<file path="config.mk">
export PLATFORM = sky130hd
export DESIGN_NAME = oag_addr_gen
export DESIGN_NICKNAME = d
export VERILOG_FILES = /design/src/design/oag_addr_gen.v
export VERILOG_INCLUDE_DIRS = /design/src /design/src/pkg
export SDC_FILE = /design/constraint.sdc
export NUM_CORES = 1
export LEC_CHECK = 0
export ABC_CLOCK_PERIOD_IN_PS = 3000
export BUFFER_PORTS_ARGS = -buffer_cell sky130_fd_sc_hd__buf_2
export CAP_MARGIN = 20
export CORE_MARGIN = 2
export CORE_UTILIZATION = 29
export CTS_BUF_LIST = sky130_fd_sc_hd__clkbuf_8
export DETAILED_ROUTE_END_ITERATION = 7
export PLACE_DENSITY = 0.62
export SYNTH_ARGS = -nofsm -noshare
export SYNTH_HDL_FRONTEND = slang
export SYNTH_SLANG_ARGS = --single-unit
</file>
<file path="constraint.sdc">
create_clock -name core_clk -period 3 [get_ports core_clk]
set_input_delay 0.15 -clock core_clk [delete_from_list [all_inputs] [get_ports core_clk]]
set_output_delay 0.15 -clock core_clk [all_outputs]
set_load 0.005 [all_outputs]
</file>
<file path="src/pkg/oag_defines.vh">
// constants for the operand address generator
`ifndef OAG_DEFINES_VH
`define OAG_DEFINES_VH

// addressing modes on req_mode
`define OAG_MODE_W        3
`define OAG_MODE_REG      3'h0
`define OAG_MODE_IND      3'h1
`define OAG_MODE_IDX      3'h2
`define OAG_MODE_ABS      3'h3
`define OAG_MODE_VEC      3'h4
`define OAG_MODE_REL      3'h5
`define OAG_MODE_LIT      3'h6

// instruction classes on req_op
`define OAG_OP_W          4
`define OAG_OP_OTHER      4'h0
`define OAG_OP_LD         4'h1
`define OAG_OP_LDC        4'h2
`define OAG_OP_LDE        4'h3
`define OAG_OP_JP         4'h4
`define OAG_OP_CALL       4'h5
`define OAG_OP_BTJF       4'h6
`define OAG_OP_BTJT       4'h7
`define OAG_OP_DECREMENT_JUMP_NONZERO_OP       4'h8
`define OAG_OP_COMPARE_INC_JUMP_EQUAL_OP      4'h9
`define OAG_OP_COMPARE_INC_JUMP_UNEQUAL_OP     4'ha
`define OAG_OP_JR         4'hb

// target spaces on res_space
`define OAG_SP_W          3
`define OAG_SP_NONE       3'h0
`define OAG_SP_RF         3'h1
`define OAG_SP_PROG       3'h2
`define OAG_SP_EXT        3'h3
`define OAG_SP_PC         3'h4
`define OAG_SP_LIT        3'h5

// working register decoding
`define OAG_WR_NIBBLE     4'hc
`define OAG_SET1_HI       2'h3
`define OAG_PTR_SEL_BIT   3
`define OAG_VEC_PAGE      8'h00

// controller states, one-hot
`define OAG_ST_W          2
`define OAG_ST_IDLE       2'h1
`define OAG_ST_VEC        2'h2

`endif

</file>
<file path="src/design/oag_addr_gen.v">
// operand effective-address generator for the 8-bit core
//
// Operation
// [RULE_01] register mode: operand is the named register contents
// [RULE_02] window pointer picks 8-byte slice, field picks register
// [RULE_03] indirect: 8-bit points file, pair points memory; code sends the pair to the file for ops other than LDC, LDE
// [RULE_04] indirect never reaches set-1 upper area; code sets alt_set_d only for the 8-bit pointer
// [RULE_05] indexed never reaches set-1 upper area
// [RULE_06] short indexed offset sign-extended, external only
// [RULE_07] file indexed: instruction base plus register offset
// [RULE_08] memory indexed: register pair base plus offset
// [RULE_09] file indexing only for plain register load
// [RULE_10] absolute address loads pc for jump, call
// [RULE_11] memory loads take absolute address either way
// [RULE_12] vector: low-page pair gives next address
// [RULE_13] vector indirect mode only for call
// [RULE_14] relative: signed byte added to pc
// [RULE_15] pc already points past current instruction
// [RULE_16] relative only for the six branch ops
// [RULE_17] literal operand is a byte or word
// [RULE_18] pointer high five bits join field low three
// [RULE_19] 8-bit address with 1100 nibble is working
// [RULE_20] file index sum wraps at 256
`include "oag_defines.vh"
`default_nettype none

module oag_addr_gen #(
    parameter ADDR_W = 16,
    parameter DATA_W = 8
) (
    // clock and reset
    input  wire                     core_clk,
    input  wire                     srst,
    // request from decode
    input  wire                     req_valid,
    input  wire [`OAG_MODE_W-1:0]   req_mode,
    input  wire [`OAG_OP_W-1:0]     req_op,
    input  wire [DATA_W-1:0]        reg_field,
    input  wire                     reg_short,
    input  wire                     reg_wide,
    input  wire [ADDR_W-1:0]        imm_val,
    input  wire                     imm_wide,
    input  wire                     idx_short,
    // core state
    input  wire [DATA_W-1:0]        first_window_pointer,
    input  wire [DATA_W-1:0]        second_window_pointer,
    input  wire [DATA_W-1:0]        reg_val,
    input  wire [ADDR_W-1:0]        pair_val,
    input  wire [ADDR_W-1:0]        pc_next,
    // vector fetch return
    input  wire                     vec_valid,
    input  wire [ADDR_W-1:0]        vec_data,
    // answer
    output reg                      ready_q,
    output reg                      res_valid_q,
    output reg  [`OAG_SP_W-1:0]     res_space_q,
    output reg  [ADDR_W-1:0]        res_addr_q,
    output reg  [ADDR_W-1:0]        res_operand_q,
    output reg  [DATA_W-1:0]        res_reg_q,
    output reg                      res_alt_set_q,
    output reg                      res_error_q,
    output reg                      pc_load_q,
    // vector fetch request
    output reg                      vec_rd_q,
    output reg  [ADDR_W-1:0]        vec_addr_q
);

    localparam HI_W = ADDR_W - DATA_W;

    // window pointer keeps its top five bits, field gives three
    function [DATA_W-1:0] wr_addr;
        input [3:0]        f;
        input [DATA_W-1:0] p0;
        input [DATA_W-1:0] p1;
        begin
            if (f[`OAG_PTR_SEL_BIT]) begin
                wr_addr = {p1[DATA_W-1:3], f[2:0]}; // [RULE_18] [RULE_02]
            end else begin
                wr_addr = {p0[DATA_W-1:3], f[2:0]}; // [RULE_18] [RULE_02]
            end
        end
    endfunction

    reg [`OAG_ST_W-1:0]  state_q;
    reg [`OAG_ST_W-1:0]  state_d;

    wire [DATA_W-1:0] named_reg;
    wire [ADDR_W-1:0] disp_sext;
    wire [ADDR_W-1:0] lit_val;
    wire [DATA_W-1:0] rf_idx_sum;
    wire [ADDR_W-1:0] mem_idx_sum;
    wire [ADDR_W-1:0] rel_sum;
    wire              is_branch;
    wire              is_memload;
    wire              take;

    assign take = req_valid & ready_q;

    assign named_reg = (reg_short || reg_field[DATA_W-1:4] == `OAG_WR_NIBBLE) ?
                       wr_addr(reg_field[3:0], first_window_pointer,
                               second_window_pointer) : // [RULE_19]
                       reg_field;

    assign disp_sext = {{HI_W{imm_val[DATA_W-1]}}, imm_val[DATA_W-1:0]};

    assign lit_val = imm_wide ? imm_val :
                     {{HI_W{1'b0}}, imm_val[DATA_W-1:0]}; // [RULE_17]

    // carry out of the byte is dropped on purpose
    assign rf_idx_sum = imm_val[DATA_W-1:0] + reg_val; // [RULE_07] [RULE_20]

    assign mem_idx_sum = pair_val + (idx_short ? disp_sext : imm_val); // [RULE_08] [RULE_06]

    // pc_next is the address after this instruction
    assign rel_sum = pc_next + disp_sext; // [RULE_14] [RULE_15]

    assign is_branch = (req_op == `OAG_OP_BTJF) || (req_op == `OAG_OP_BTJT) ||
                       (req_op == `OAG_OP_DECREMENT_JUMP_NONZERO_OP) || (req_op == `OAG_OP_COMPARE_INC_JUMP_EQUAL_OP) ||
                       (req_op == `OAG_OP_COMPARE_INC_JUMP_UNEQUAL_OP) || (req_op == `OAG_OP_JR); // [RULE_16]

    assign is_memload = (req_op == `OAG_OP_LDC) || (req_op == `OAG_OP_LDE);

    reg [`OAG_SP_W-1:0] space_d;
    reg [ADDR_W-1:0]    addr_d;
    reg [ADDR_W-1:0]    operand_d;
    reg                 alt_set_d;
    reg                 error_d;
    reg                 pc_load_d;
    reg                 vec_start_d;

    always @* begin
        space_d     = `OAG_SP_NONE;
        addr_d      = {ADDR_W{1'b0}};
        operand_d   = {ADDR_W{1'b0}};
        alt_set_d   = 1'b0;
        error_d     = 1'b0;
        pc_load_d   = 1'b0;
        vec_start_d = 1'b0;
        case (req_mode)
            `OAG_MODE_REG: begin
                space_d   = `OAG_SP_RF;
                addr_d    = {{HI_W{1'b0}}, named_reg};
                operand_d = reg_wide ? pair_val :
                            {{HI_W{1'b0}}, reg_val}; // [RULE_01]
            end
            `OAG_MODE_IND: begin
                if (reg_wide) begin
                    addr_d = pair_val; // [RULE_03]
                    if (req_op == `OAG_OP_LDC) begin
                        space_d = `OAG_SP_PROG;
                    end else if (req_op == `OAG_OP_LDE) begin
                        space_d = `OAG_SP_EXT;
                    end else begin
                        space_d = `OAG_SP_RF;
                    end
                end else begin
                    space_d = `OAG_SP_RF;
                    addr_d  = {{HI_W{1'b0}}, reg_val}; // [RULE_03]
                    // upper area is steered away from set 1
                    alt_set_d = (reg_val[DATA_W-1:DATA_W-2] == `OAG_SET1_HI); // [RULE_04]
                end
            end
            `OAG_MODE_IDX: begin
                if (req_op == `OAG_OP_LD) begin
                    space_d   = `OAG_SP_RF;
                    addr_d    = {{HI_W{1'b0}}, rf_idx_sum};
                    alt_set_d = (rf_idx_sum[DATA_W-1:DATA_W-2] == `OAG_SET1_HI); // [RULE_05]
                    error_d   = idx_short;
                end else if (req_op == `OAG_OP_LDC) begin
                    space_d = `OAG_SP_PROG;
                    addr_d  = mem_idx_sum;
                    error_d = idx_short; // [RULE_06]
                end else if (req_op == `OAG_OP_LDE) begin
                    space_d = `OAG_SP_EXT;
                    addr_d  = mem_idx_sum; // [RULE_08]
                end else begin
                    error_d = 1'b1; // [RULE_09]
                end
            end
            `OAG_MODE_ABS: begin
                addr_d = imm_val;
                if (req_op == `OAG_OP_JP || req_op == `OAG_OP_CALL) begin
                    space_d   = `OAG_SP_PC;
                    pc_load_d = 1'b1; // [RULE_10]
                end else if (req_op == `OAG_OP_LDC) begin
                    space_d = `OAG_SP_PROG; // [RULE_11]
                end else if (req_op == `OAG_OP_LDE) begin
                    space_d = `OAG_SP_EXT; // [RULE_11]
                end else begin
                    error_d = 1'b1;
                end
            end
            `OAG_MODE_VEC: begin
                if (req_op == `OAG_OP_CALL) begin
                    vec_start_d = 1'b1; // [RULE_13]
                end else begin
                    error_d = 1'b1; // [RULE_13]
                end
            end
            `OAG_MODE_REL: begin
                if (is_branch) begin
                    space_d   = `OAG_SP_PC;
                    addr_d    = rel_sum;
                    pc_load_d = 1'b1; // [RULE_14]
                end else begin
                    error_d = 1'b1; // [RULE_16]
                end
            end
            `OAG_MODE_LIT: begin
                space_d   = `OAG_SP_LIT;
                operand_d = lit_val; // [RULE_17]
            end
            default: begin
                error_d = 1'b1;
            end
        endcase
    end

    // vector fetch holds the block busy until the pair returns
    always @* begin
        case (state_q)
            `OAG_ST_IDLE: begin
                if (take && vec_start_d) begin
                    state_d = `OAG_ST_VEC;
                end else begin
                    state_d = `OAG_ST_IDLE;
                end
            end
            `OAG_ST_VEC: begin
                if (vec_valid) begin
                    state_d = `OAG_ST_IDLE;
                end else begin
                    state_d = `OAG_ST_VEC;
                end
            end
            default: begin
                state_d = `OAG_ST_IDLE;
            end
        endcase
    end

    always @(posedge core_clk) begin
        if (srst) begin
            state_q       <= `OAG_ST_IDLE;
            ready_q       <= 1'b0;
            res_valid_q   <= 1'b0;
            res_space_q   <= `OAG_SP_NONE;
            res_addr_q    <= {ADDR_W{1'b0}};
            res_operand_q <= {ADDR_W{1'b0}};
            res_reg_q     <= {DATA_W{1'b0}};
            res_alt_set_q <= 1'b0;
            res_error_q   <= 1'b0;
            pc_load_q     <= 1'b0;
            vec_rd_q      <= 1'b0;
            vec_addr_q    <= {ADDR_W{1'b0}};
        end else begin
            state_q     <= state_d;
            ready_q     <= (state_d == `OAG_ST_IDLE);
            res_valid_q <= 1'b0;
            pc_load_q   <= 1'b0;
            vec_rd_q    <= 1'b0;
            if (state_q == `OAG_ST_VEC) begin
                if (vec_valid) begin
                    res_valid_q   <= 1'b1;
                    res_space_q   <= `OAG_SP_PC;
                    res_addr_q    <= vec_data; // [RULE_12]
                    res_operand_q <= {ADDR_W{1'b0}};
                    res_alt_set_q <= 1'b0;
                    res_error_q   <= 1'b0;
                    pc_load_q     <= 1'b1; // [RULE_12]
                end
            end else if (take) begin
                res_reg_q <= named_reg;
                if (vec_start_d) begin
                    vec_rd_q   <= 1'b1;
                    // only the low page is reachable: upper byte forced to zero
                    vec_addr_q <= {`OAG_VEC_PAGE, reg_field}; // [RULE_12]
                end else begin
                    res_valid_q   <= 1'b1;
                    res_space_q   <= space_d;
                    res_addr_q    <= addr_d;
                    res_operand_q <= operand_d;
                    res_alt_set_q <= alt_set_d;
                    res_error_q   <= error_d;
                    pc_load_q     <= pc_load_d & ~error_d;
                end
            end
        end
    end

endmodule // oag_addr_gen

`default_nettype wire

</file>
==> results.md, run 1 <==
* Status: finished, final reports clean
* Combinational family with the most area after synthesis: compound AO/OA/AOI/OAI gates
* Mean Syn Cell Area at 7.58 um^2
* Path depth of the worst reg2reg path at 8
* Nets at 988
* Setup TNS at 0 ps
* Post-DRT Antenna Nets at 0
* IO Pins at 176
* Slew margin rel. at 53.6%
* Largest net degree at the start of global routing at 38
* Post-synthesis async set-or-reset flop share at 0%
* CTS tree: yes
* Share of power burned in registers at 35.4%
* Clock Path Buffers at 2
* Post-layout min period at 2260 ps
* Number of global-route vias before repair at 5,412
* Clock sink count at 59
* Post-CTS Hold Buffers at 0
* Placer Congestion at 0.920
* Fmax at 0.443 GHz
* Hold EP: res_reg_q[1]$_SDFFE_PP0P_
* Min-delay worst type: input pin to flip-flop
* Synth Area in Adders at 10.8%
* P&R area growth vs syn at 23.8%
* Post-cts resize count at 0
* Psw at 0.000796 W
* Die Y at 138 um
* Critical path's slowest cell: fa_1
* Post-synthesis compound-gate area fraction at 31.0%
* Clock network power share at 32.3%
* First-pass GRT wire length at 29.0 mm
* Required @ worst endpoint at 3240 ps
* FF-to-FF End: res_space_q[1]$_SDFFE_PP0P_
* GR Overflow Total at 0
* Worst-margin pin slew at 691 ps
* Most frequent cells in the layout: 161 x buf_2, 86 x nor2_1, 63 x a21oi_1
* H-tree Lvls at 3
* Pre-CTS setup slack at 375 ps
* Worst path bufs/invs at 1
* Die W at 138 um
* Worst Hold Depth at 3
* Synthesized flop and latch total at 59
* Post-Syn Area at 0.00518 mm^2
* CTS Buf Count at 9
* Final number of setup-violating endpoints at 0
* Count of cell types in the netlist at 71
* Post-CTS Setup Bufs at 0
* Pre-antenna DRT Iters at 6
* Final hold violation count at 0
* Antenna violations before repair at 4
* Lkg Pwr at 2.87 nW
* Iter 0 DRT Violations at 455
* CORE AREA at 0.0174 mm^2
* Post-synth EDFFs at 0
* Pwr Density at 360 mW/mm^2
* Simple-gate share of the synthesized area at 19.9%
* Layout cells sized above 1 at 25.1%
* Drt wl/cell at 18.2 um
* Combinational share of power at 32.3%
* Port Buffers at 161
* Critical Path Max Stage Delay at 440 ps
* Synth Area in XOR/XNOR at 4.90%
* Mapped Cells at 683
* Via density per instance at 5.48
* Sw frac at 34.5%
* Family with the most delay on the worst path: compound AO/OA/AOI/OAI gates
* Row cnt at 48
* Seq/Total Area, Yosys at 22.8%
* Tcrit/Tclk final at 75.3%
* YS warnings at 0
* Multiplexer share of the synthesized area at 4.90%
* R2R setup slack at 860 ps
* Worst-Skew Late Latency at 370 ps
* Critical Path Sink Type: flip-flop
* Worst Slack Setup Final at 742 ps
* CP cell instances: buf_2, ha_1, fa_1, a211oi_1, o21bai_1, o21ai_1, a21oi_1, or3_1, a311oi_1, o22ai_1
* Max-Cap Viols at 0
* Worst Clk Skew at 8.37 ps
* Fin cells at 1,067
* Die area at 0.0189 mm^2
* CP Max Fanout at 5
* Setup CP Type: input pin to flip-flop
* VDD IR max at 241 uV
* Most common cell after layout, fill and taps aside: buf_2
* Pint at 0.00151 W
* Routed wire length at 19.4 mm
* GRT Util Overall at 20.2%
* Hold_sp: reg_field[1]
* Setup crit start kind: input pin
* Initial Util at 29.8%
* CP arrival at 2500 ps
* CTS root buf: clkbuf_8
* DRC Markers at 0
* Final Max Slew Viols at 0
* Primary FF master, synth: dfxtp_1
* R2R Path Start: state_q[0]$_SDFF_PP1_
* Clk slew on worst S/H paths at 80 ps
* Final HPWL DP at 15.5 mm
* RSZ-0062 raised after global routing: false
* Inst Count DP at 1,049
* Via count at 5,851
[cell usage after synthesis, types with 7 or more instances]
master	instances	area (um^2)
a211oi_1	17	128
a21o_1	12	90.1
a21oi_1	63	315
a221oi_1	7	61.3
a22oi_1	8	60.1
a31oi_1	21	131
a32oi_1	15	131
buf_2	7	35.0
buf_4	10	75.1
clkbuf_1	27	101
dfxtp_1	59	1180
ha_1	39	488
inv_1	20	75.1
mux2i_1	22	220
nand2_1	51	191
nand3_1	22	110
nor2_1	86	323
nor3_1	16	80.1
o21ai_0	33	165
o22ai_1	8	50.1
or3_1	7	43.8
xnor2_1	12	105
xor2_1	17	149
[tightest hold or removal path: cells and delay by family]
kind | cells | cell delay (ps)
compound gates | 1 | 50
buf+inv | 1 | 120
simple gates | 1 | 50
[sequential cells by signal, indices dropped and copies added (netlist names), 2 cells and up]
name / flops
res_addr_q: 16
res_reg_q: 8
vec_addr_q: 8
res_operand_q: 16
state_q: 2
res_space_q: 3
[worst max path at each step]
stage	start	end	slack (ps)	cells after the start
final	imm_val[0]	res_addr_q[12]$_SDFFE_PP0P_	740	10
after global placement	imm_val[0]	res_addr_q[12]$_SDFFE_PP0P_	410	10
after CTS	imm_val[0]	res_addr_q[12]$_SDFFE_PP0P_	750	10
after floorplan	imm_val[0]	res_addr_q[12]$_SDFFE_PP0P_	790	9
after detailed placement	imm_val[0]	res_addr_q[12]$_SDFFE_PP0P_	380	10
after global routing	imm_val[0]	res_addr_q[12]$_SDFFE_PP0P_	490	10
[per-stage QoR]
stage	cell area, um^2	hold slack (ps)	total power [W]	utilization (%)
finish	6410	50.6	0.00231	36.9
global route	6410	51.2	0.00244	36.9
CTS	6410	45.7	0.00232	36.9
detailed placement	6210	430	0.00157	35.8
global placement	6210	427	0.00156	35.8
floorplan	5200	286	0.00132	-
[power by group through the flow]
stage	Clock, W	Combinational [W]	Sequential, W
after floorplan	0	0.000480	0.000836
after global placement	0	0.000728	0.000833
after detailed placement	0	0.000734	0.000834
after CTS	0.000762	0.000738	0.000816
after global routing	0.000799	0.000824	0.000819
final	0.000746	0.000744	0.000816
[routing by layer]
metal / routed length (um) / global-route usage [%] / part of all wire (%)
met4: 380 / 5.78 / 2.0
met5: 27 / 0 / 0.14
met2: 8910 / 33.9 / 46
met1: 8140 / 25.5 / 42
met3: 1920 / 5.15 / 9.9
[cells by family (layout without fill, tap and decap cells)]
family	Yosys count	in the layout
xor gates and xnor gates	29	29
adders and majority gates	43	43
other	1	10
AOI/OAI and AO/OA	237	237
buffers and inverters	66	216
and+or+nand+nor	223	223
muxes	25	25
DFF	59	59
[layout make-up]
cell class / count / area, um^2
fill: 1938 / 10900
multi-input combinational: 565 / 3730
sequential: 59 / 1180
timing repair buffer: 179 / 941
tap: 225 / 282
clock buffer: 10 / 138
inverter: 21 / 78.8
clock inverter: 6 / 56.3
antenna: 2 / 5.00
(Power assumes the default switching activity.)
==> inputs of run 2 (changes only) <==
ABC_AREA = 1   (was not set)
ABC_CLOCK_PERIOD_IN_PS = 2000   (was 3000)
PLACE_DENSITY = 0.63   (was 0.62)
clock period = 2 ns   (was 3 ns; I/O delays follow)
==> results.md, run 2 <==
* Status: finished, final reports clean
* Critical Path Max Stage Delay at 340 ps (-100 ps)
* Most frequent cells in the layout: 281 x nand2_1, 161 x buf_2, 127 x inv_1
* Final number of setup-violating endpoints at 0 (unchanged)
* Met2 usage at 33.7% (-0.25 points)
* Met3 usage at 4.34% (-0.81 points)
* Layout cells sized above 1 at 22.2% (-2.9 points)
* Post-synth EDFFs at 0 (unchanged)
* ANT cells at 0 (-2)
* VDD IR max at 288 uV (+20%)
* IO Pins at 176 (unchanged)
* Synth Area in XOR/XNOR at 0.758% (-4.1 points)
* Post-layout min period at 1750 ps
* Pre-antenna DRT Iters at 5 (-1)
* Min-delay worst type: input pin to flip-flop
* Placer Congestion at 0.982 (+6.7%)
* H-tree Lvls at 3 (unchanged)
* Primary FF master, synth: dfxtp_1
* Iter 0 DRT Violations at 482 (+5.9%)
* Busiest layer in global routing: met2
* Largest regs: res_addr_q (16), res_operand_q (16)
* Combinational family with the most area after synthesis: simple AND/OR/NAND/NOR gates
* Tcrit/Tclk final at 87.4%
* Clk slew on worst S/H paths at 80 ps (about the same)
* Row cnt at 51 (+6.3%)
* DRC Markers at 0 (unchanged)
* Nets at 1,301 (+32%)
* GR Overflow Total at 0 (unchanged)
* Fmax at 0.572 GHz
* Synth Area in Adders at 9.49% (-1.3 points)
* Setup CP Type: flip-flop to flip-flop
* Required @ worst endpoint at 2280 ps (-960 ps)
* CTS tree: yes
* Mean Syn Cell Area at 6.04 um^2 (-20%)
* Largest net degree at the start of global routing at 38 (unchanged)
* Die Y at 145 um (+5.4%)
* CP arrival at 2030 ps (-470 ps)
* Most common cell in the netlist: nand2_1
* Routed wire length at 22.0 mm (+13%)
* Count of cell types in the netlist at 50 (-30%)
* Synth top area share at 20.5% (-2.4 points)
* Pwr Density at 493 mW/mm^2 (+37%)
* GRT Util Overall at 20.6% (+0.40 points)
* Post-synthesis compound-gate area fraction at 18.0% (-13 points)
* Final Max Slew Viols at 0 (unchanged)
* Initial Util at 29.6% (-0.26 points)
* Final HPWL DP at 18.1 mm (+17%)
* Worst path bufs/invs at 2 (+1)
* Family with the most delay on the worst path: simple AND/OR/NAND/NOR gates
* Area of the multi-input gates at 0.00387 mm^2 (+3.9%)
* CTS Buf Count at 9 (unchanged)
* Clock sink count at 59 (unchanged)
* Critical Path Sink Type: flip-flop
* Simple-gate share of the synthesized area at 37.5% (+18 points)
* Die W at 145 um (+5.4%)
* CTS root buf: clkbuf_8
* CP cell instances: inv_1, ha_1, nor2_4, nand2_4, inv_2, nand3_1, a21oi_1
* RSZ-0062 raised after global routing: false
* Via count at 6,966 (+19%)
* Commonest cells post-synth: 281 x nand2_1, 127 x inv_1, 91 x a21oi_1
* Clock Path Buffers at 2 (unchanged)
* Post-synthesis async set-or-reset flop share at 0% (unchanged)
* Largest area contributor in the netlist: dfxtp_1
* Worst Clk Skew at 10.6 ps (+2.23 ps)
* Mapped Cells at 957 (+40%)
* YS warnings at 0 (unchanged)
* Top cells by area, synth: dfxtp_1 20%, nand2_1 18%, ha_1 8.4%
* M1 GR Usage at 27.2% (+1.6 points)
* Number of global-route vias before repair at 6,686 (+24%)
* Critical path's slowest cell: dfxtp_1
* Inst Count DP at 1,400 (+33%)
* Setup crit start kind: flip-flop
* Max-Cap Viols at 0 (unchanged)
* Lkg Pwr at 3.85 nW (+34%)
* P&R area growth vs syn at 25.2%
* CORE AREA at 0.0195 mm^2 (+13%)
* Final hold violation count at 0 (unchanged)
* CP Max Fanout at 19 (+14)
* Drt wl/cell at 15.5 um (-15%)
* Synthesized flop and latch total at 59 (unchanged)
* Fin cells at 1,418 (+33%)
* Register area at 0.00118 mm^2 (unchanged)
* Via density per instance at 4.91 (-10%)
* Setup TNS at 0 ps (unchanged)
* Post-DRT Antenna Nets at 0 (unchanged)
* Worst-Skew Late Latency at 360 ps (about the same)
* Antenna violations before repair at 0 (-4)
* Port Buffers at 161 (unchanged)
* Post-Syn Area at 0.00578 mm^2 (+12%)
* First-pass GRT wire length at 35.0 mm (+21%)
* Die area at 0.0211 mm^2 (+11%)
* Most common cell after layout, fill and taps aside: nand2_1
* Seq/Total Area, Yosys at 20.5% (-2.4 points)
* Multiplexer share of the synthesized area at 0.715% (-4.2 points)
* Filler cells at 2,240 (+16%)
run 2: final cells by class:
cell class	count	share of cell area, %
clock buffers	10	1.90
clock inverters	6	0.571
inverters	134	7.13
multi-input cells	738	53.6
flip-flops and latches	59	16.3
well taps	265	4.59
repair buffers	206	15.9
run 2: what timing repair did:
item,CTS,global route
endpoints found under the hold margin,2,0
setup buffers,0,0
endpoints found under the setup margin,0,1
hold buffers,2,0
gates resized for setup,0,1
run 2: stage by stage:
step,utilization [%],worst slack (ps),hold WS [ps],instance area [um^2],power (W)
6_report,37.0,252,26.4,7230,0.00356
5_1_grt,37.0,69.5,22.1,7230,0.00381
4_1_cts,37.0,245,0.00716,7220,0.00358
3_5_place_dp,36.0,-135,366,7030,0.00254
3_3_place_gp,36.0,-48.3,364,7030,0.00254
2_1_floorplan,-,310,169,5800,0.00206
run 2: worst reg2reg max path: cells and delay by family (launching register included):
kind	cells	cell delay, ps
and+or+nand+nor	3	510
DFF	1	340
buffers and inverters	2	330
adders and majority gates	1	330
AOI/OAI and AO/OA	1	190
run 2: layer usage:
layer / part of all wire, % / up-vias
met5: 0 / -
met4: 2.7 / 0
met3: 7.4 / 42
met2: 45 / 284
met1: 45 / 3128
li1: - / 3512
run 2: logic make-up after synthesis:
family	count (synthesis)
AO/OA/AOI/OAI	190
XOR/XNOR	5
adder cells (fa/ha/maj)	42
buffers and inverters	167
flip-flops	59
multiplexers	4
other	1
AND/OR/NAND/NOR	489
run 2: path summary, 6_finish.rpt:
path | end | cells after the start | slack [ps] | start
worst max-delay path | res_space_q[1]$_SDFFE_PP0P_ | 7 | 250 | state_q[0]$_SDFF_PP1_
worst min-delay path | vec_addr_q[5]$_SDFFE_PP0P_ | 3 | 30 | reg_field[5]
worst max register to register | res_space_q[1]$_SDFFE_PP0P_ | 7 | 250 | state_q[0]$_SDFF_PP1_
worst min register to register | res_operand_q[3]$_SDFFE_PP0P_ | 2 | 460 | res_operand_q[3]$_SDFFE_PP0P_
run 2: power by group:
group	internal [W]	leakage [nW]	switching (W)
registers	0.00122	0.481	0.0000235
logic	0.000505	3.29	0.000797
clock network	0.000480	0.0843	0.000538
total	0.00220	3.85	0.00136
==> inputs of run 3 (changes only) <==
CORE_UTILIZATION = 49   (was 29)
PLACE_DENSITY = 0.91   (was 0.63)
==> results.md, run 3 (synthesis results as in run 2) <==
* Critical Path Sink Type: flip-flop
* VDD IR max at 476 uV (+65%)
* WHS at 28.4 ps (+2.00 ps)
* P&R area growth vs syn at 20.5%
* CTS root buf: clkbuf_8
* Busiest layer in global routing: met2
* R2R Path Start: state_q[0]$_SDFF_PP1_
* FF-to-FF End: vec_addr_q[1]$_SDFFE_PP0P_
* Worst-Skew Late Latency at 350 ps (about the same)
* Fmax at 0.574 GHz (+0.39%)
* Pre-antenna DRT Iters at 5 (unchanged)
* RSZ-0062 raised after global routing: false
* Max-Cap Viols at 0 (unchanged)
* Final number of setup-violating endpoints at 0 (unchanged)
* Pwr Density at 518 mW/mm^2 (+5.1%)
* Post-cts resize count at 0 (unchanged)
* Largest regs: res_addr_q (16), res_operand_q (16)
* Total power at 0.00360 W (+1.2%)
* Post-CTS Setup Bufs at 0 (unchanged)
* R2R setup slack at 260 ps (about the same)
* Psw at 0.00133 W (-2.2%)
* Pre-CTS setup slack at -62.3 ps (+73.1 ps)
* Clk slew on worst S/H paths at 80 ps (about the same)
* Post-CTS Hold Buffers at 0 (-2)
* CTS tree: yes
* DRC Markers at 0 (unchanged)
* CP Max Fanout at 8 (-11)
* Met2 usage at 49.1% (+15 points)
* Routed wire length at 19.4 mm (-12%)
* Sw frac at 36.9% (-1.3 points)
* GRT Util Overall at 30.3% (+9.7 points)
* Worst path bufs/invs at 1 (-1)
* Slew margin rel. at 50.2%
* Lkg Pwr at 3.79 nW (-1.8%)
* Antenna violations before repair at 0 (unchanged)
* Die area at 0.0127 mm^2 (-40%)
* Row cnt at 39 (-24%)
* Required @ worst endpoint at 2240 ps (-40 ps)
* Setup CP Type: input pin to flip-flop
* Tcrit/Tclk final at 87.1% (-0.34 points)
* Nets at 1,284 (-1.3%)
* Via density per instance at 5.50 (+12%)
* ANT cells at 0 (unchanged)
* Filler cells at 1,099 (-51%)
* Critical Path Max Stage Delay at 380 ps (+40 ps)
* Die Y at 113 um (-22%)
* Final hold violation count at 0 (unchanged)
* Clock sink count at 59 (unchanged)
* IO Pins at 176 (unchanged)
* Placer Congestion at 1.02 (+4.0%)
* Most common cell after layout, fill and taps aside: nand2_1
* Port Buffers at 161 (unchanged)
* Most frequent cells in the layout: 281 x nand2_1, 161 x buf_2, 127 x inv_1
* Met3 usage at 4.86% (+0.52 points)
* Clock network power share at 30.9% (+2.3 points)
* CP cell instances: buf_2, nand2_1, o21ai_0, ha_1, nand2_1, nor2_1, and2_1, nand2_1, nand2_1, nand2_1, nand3_1, nand3_1, nand2_1, a21oi_1
* First-pass GRT wire length at 31.3 mm (-11%)
* Worst path most repeated cell: nand2_1
* Pint at 0.00228 W (+3.2%)
* Number of global-route vias before repair at 6,643 (-0.64%)
* CTS Buf Count at 9 (unchanged)
* Final HPWL DP at 15.8 mm (-13%)
* Layout cells sized above 1 at 21.1% (-1.1 points)
* Combinational share of power at 34.6% (-1.9 points)
* Largest net degree at the start of global routing at 38 (unchanged)
* Worst-margin pin slew at 746 ps
* Post-layout min period at 1740 ps (-6.75 ps)
* Critical path's slowest cell: ha_1
* Final Max Slew Viols at 0 (unchanged)
* Worst Clk Skew at 7.85 ps (-2.75 ps)
* Hold EP: vec_addr_q[4]$_SDFFE_PP0P_
* GR Overflow Total at 0 (unchanged)
* Drt wl/cell at 15.2 um (-2.2%)
* CP arrival at 1980 ps (-50 ps)
* Family with the most delay on the worst path: simple AND/OR/NAND/NOR gates
* M1 GR Usage at 38.9% (+12 points)
* Worst Hold Depth at 3 (unchanged)
* Post-DRT Antenna Nets at 0 (unchanged)
* Hold_sp: reg_field[4]
* Min-delay worst type: input pin to flip-flop
* Placed inst area at 0.00676 mm^2 (-3.8%)
* Via count at 7,030 (+0.92%)
* Path depth of the worst reg2reg path at 9 (+2)
* Initial Util at 50.4% (+21 points)
* CORE AREA at 0.0115 mm^2 (-41%)
* Status: finished, final reports clean
* Setup crit start kind: input pin
* Fin cells at 1,279 (-9.8%)
* Clock Path Buffers at 2 (unchanged)
* Worst Slack Setup Final at 259 ps (+6.75 ps)
* Inst Count DP at 1,263 (-9.8%)
* H-tree Lvls at 3 (unchanged)
* Iter 0 DRT Violations at 768 (+59%)
* Die W at 113 um (-22%)
* Share of power burned in registers at 34.5% (-0.4 points)
* Cell area after layout at 0.00696 mm^2 (-3.7%)
## run 3: final cells by class
class	count	area, um^2	area share [%]
Tap cell	143	179	2.57
Inverter	134	515	7.41
Clock inverter	7	76.3	1.10
Multi-Input combinational cell	738	3870	55.6
Clock buffer	9	124	1.78
Sequential cell	59	1180	17.0
Timing Repair Buffer	189	1020	14.6
## run 3: worst max path at each step
stage | start | endpoint | slack, ps | cells after the start
6_report | imm_val[7] | res_addr_q[14]$_SDFFE_PP0P_ | 260 | 14
5_1_grt | imm_val[7] | res_addr_q[13]$_SDFFE_PP0P_ | 20 | 14
4_1_cts | state_q[0]$_SDFF_PP1_ | vec_addr_q[1]$_SDFFE_PP0P_ | 300 | 9
3_5_place_dp | imm_val[7] | res_addr_q[14]$_SDFFE_PP0P_ | -60 | 14
3_3_place_gp | imm_val[7] | res_addr_q[14]$_SDFFE_PP0P_ | 30 | 14
2_1_floorplan | idx_short | res_addr_q[14]$_SDFFE_PP0P_ | 310 | 14
## run 3: worst min-delay path, cell delays in order
cell     delay [ps]
buf_2            80
inv_1            50
a21oi_1         110
## run 3: metal layers
layer | vias to the layer above | part of all wire [%]
met5 | - | 0
met4 | 0 | 5.0
met3 | 80 | 9.3
met2 | 382 | 45
met1 | 3087 | 41
li1 | 3481 | -
## run 3: power by group through the flow
stage          registers (W)  clock network (W)  logic (W)
6_report             0.00124            0.00111    0.00125
5_1_grt              0.00125            0.00117    0.00140
4_1_cts              0.00124            0.00112    0.00122
3_5_place_dp         0.00127                  0    0.00121
3_3_place_gp         0.00127                  0    0.00119
2_1_floorplan        0.00127                  0   0.000793
## run 3: through the flow
stage / setup TNS (ps) / util (%)
3_3_place_gp: 0 / 59.0
6_report: 0 / 60.7
2_1_floorplan: 0 / -
4_1_cts: 0 / 60.7
5_1_grt: 0 / 60.7
3_5_place_dp: -105 / 59.0
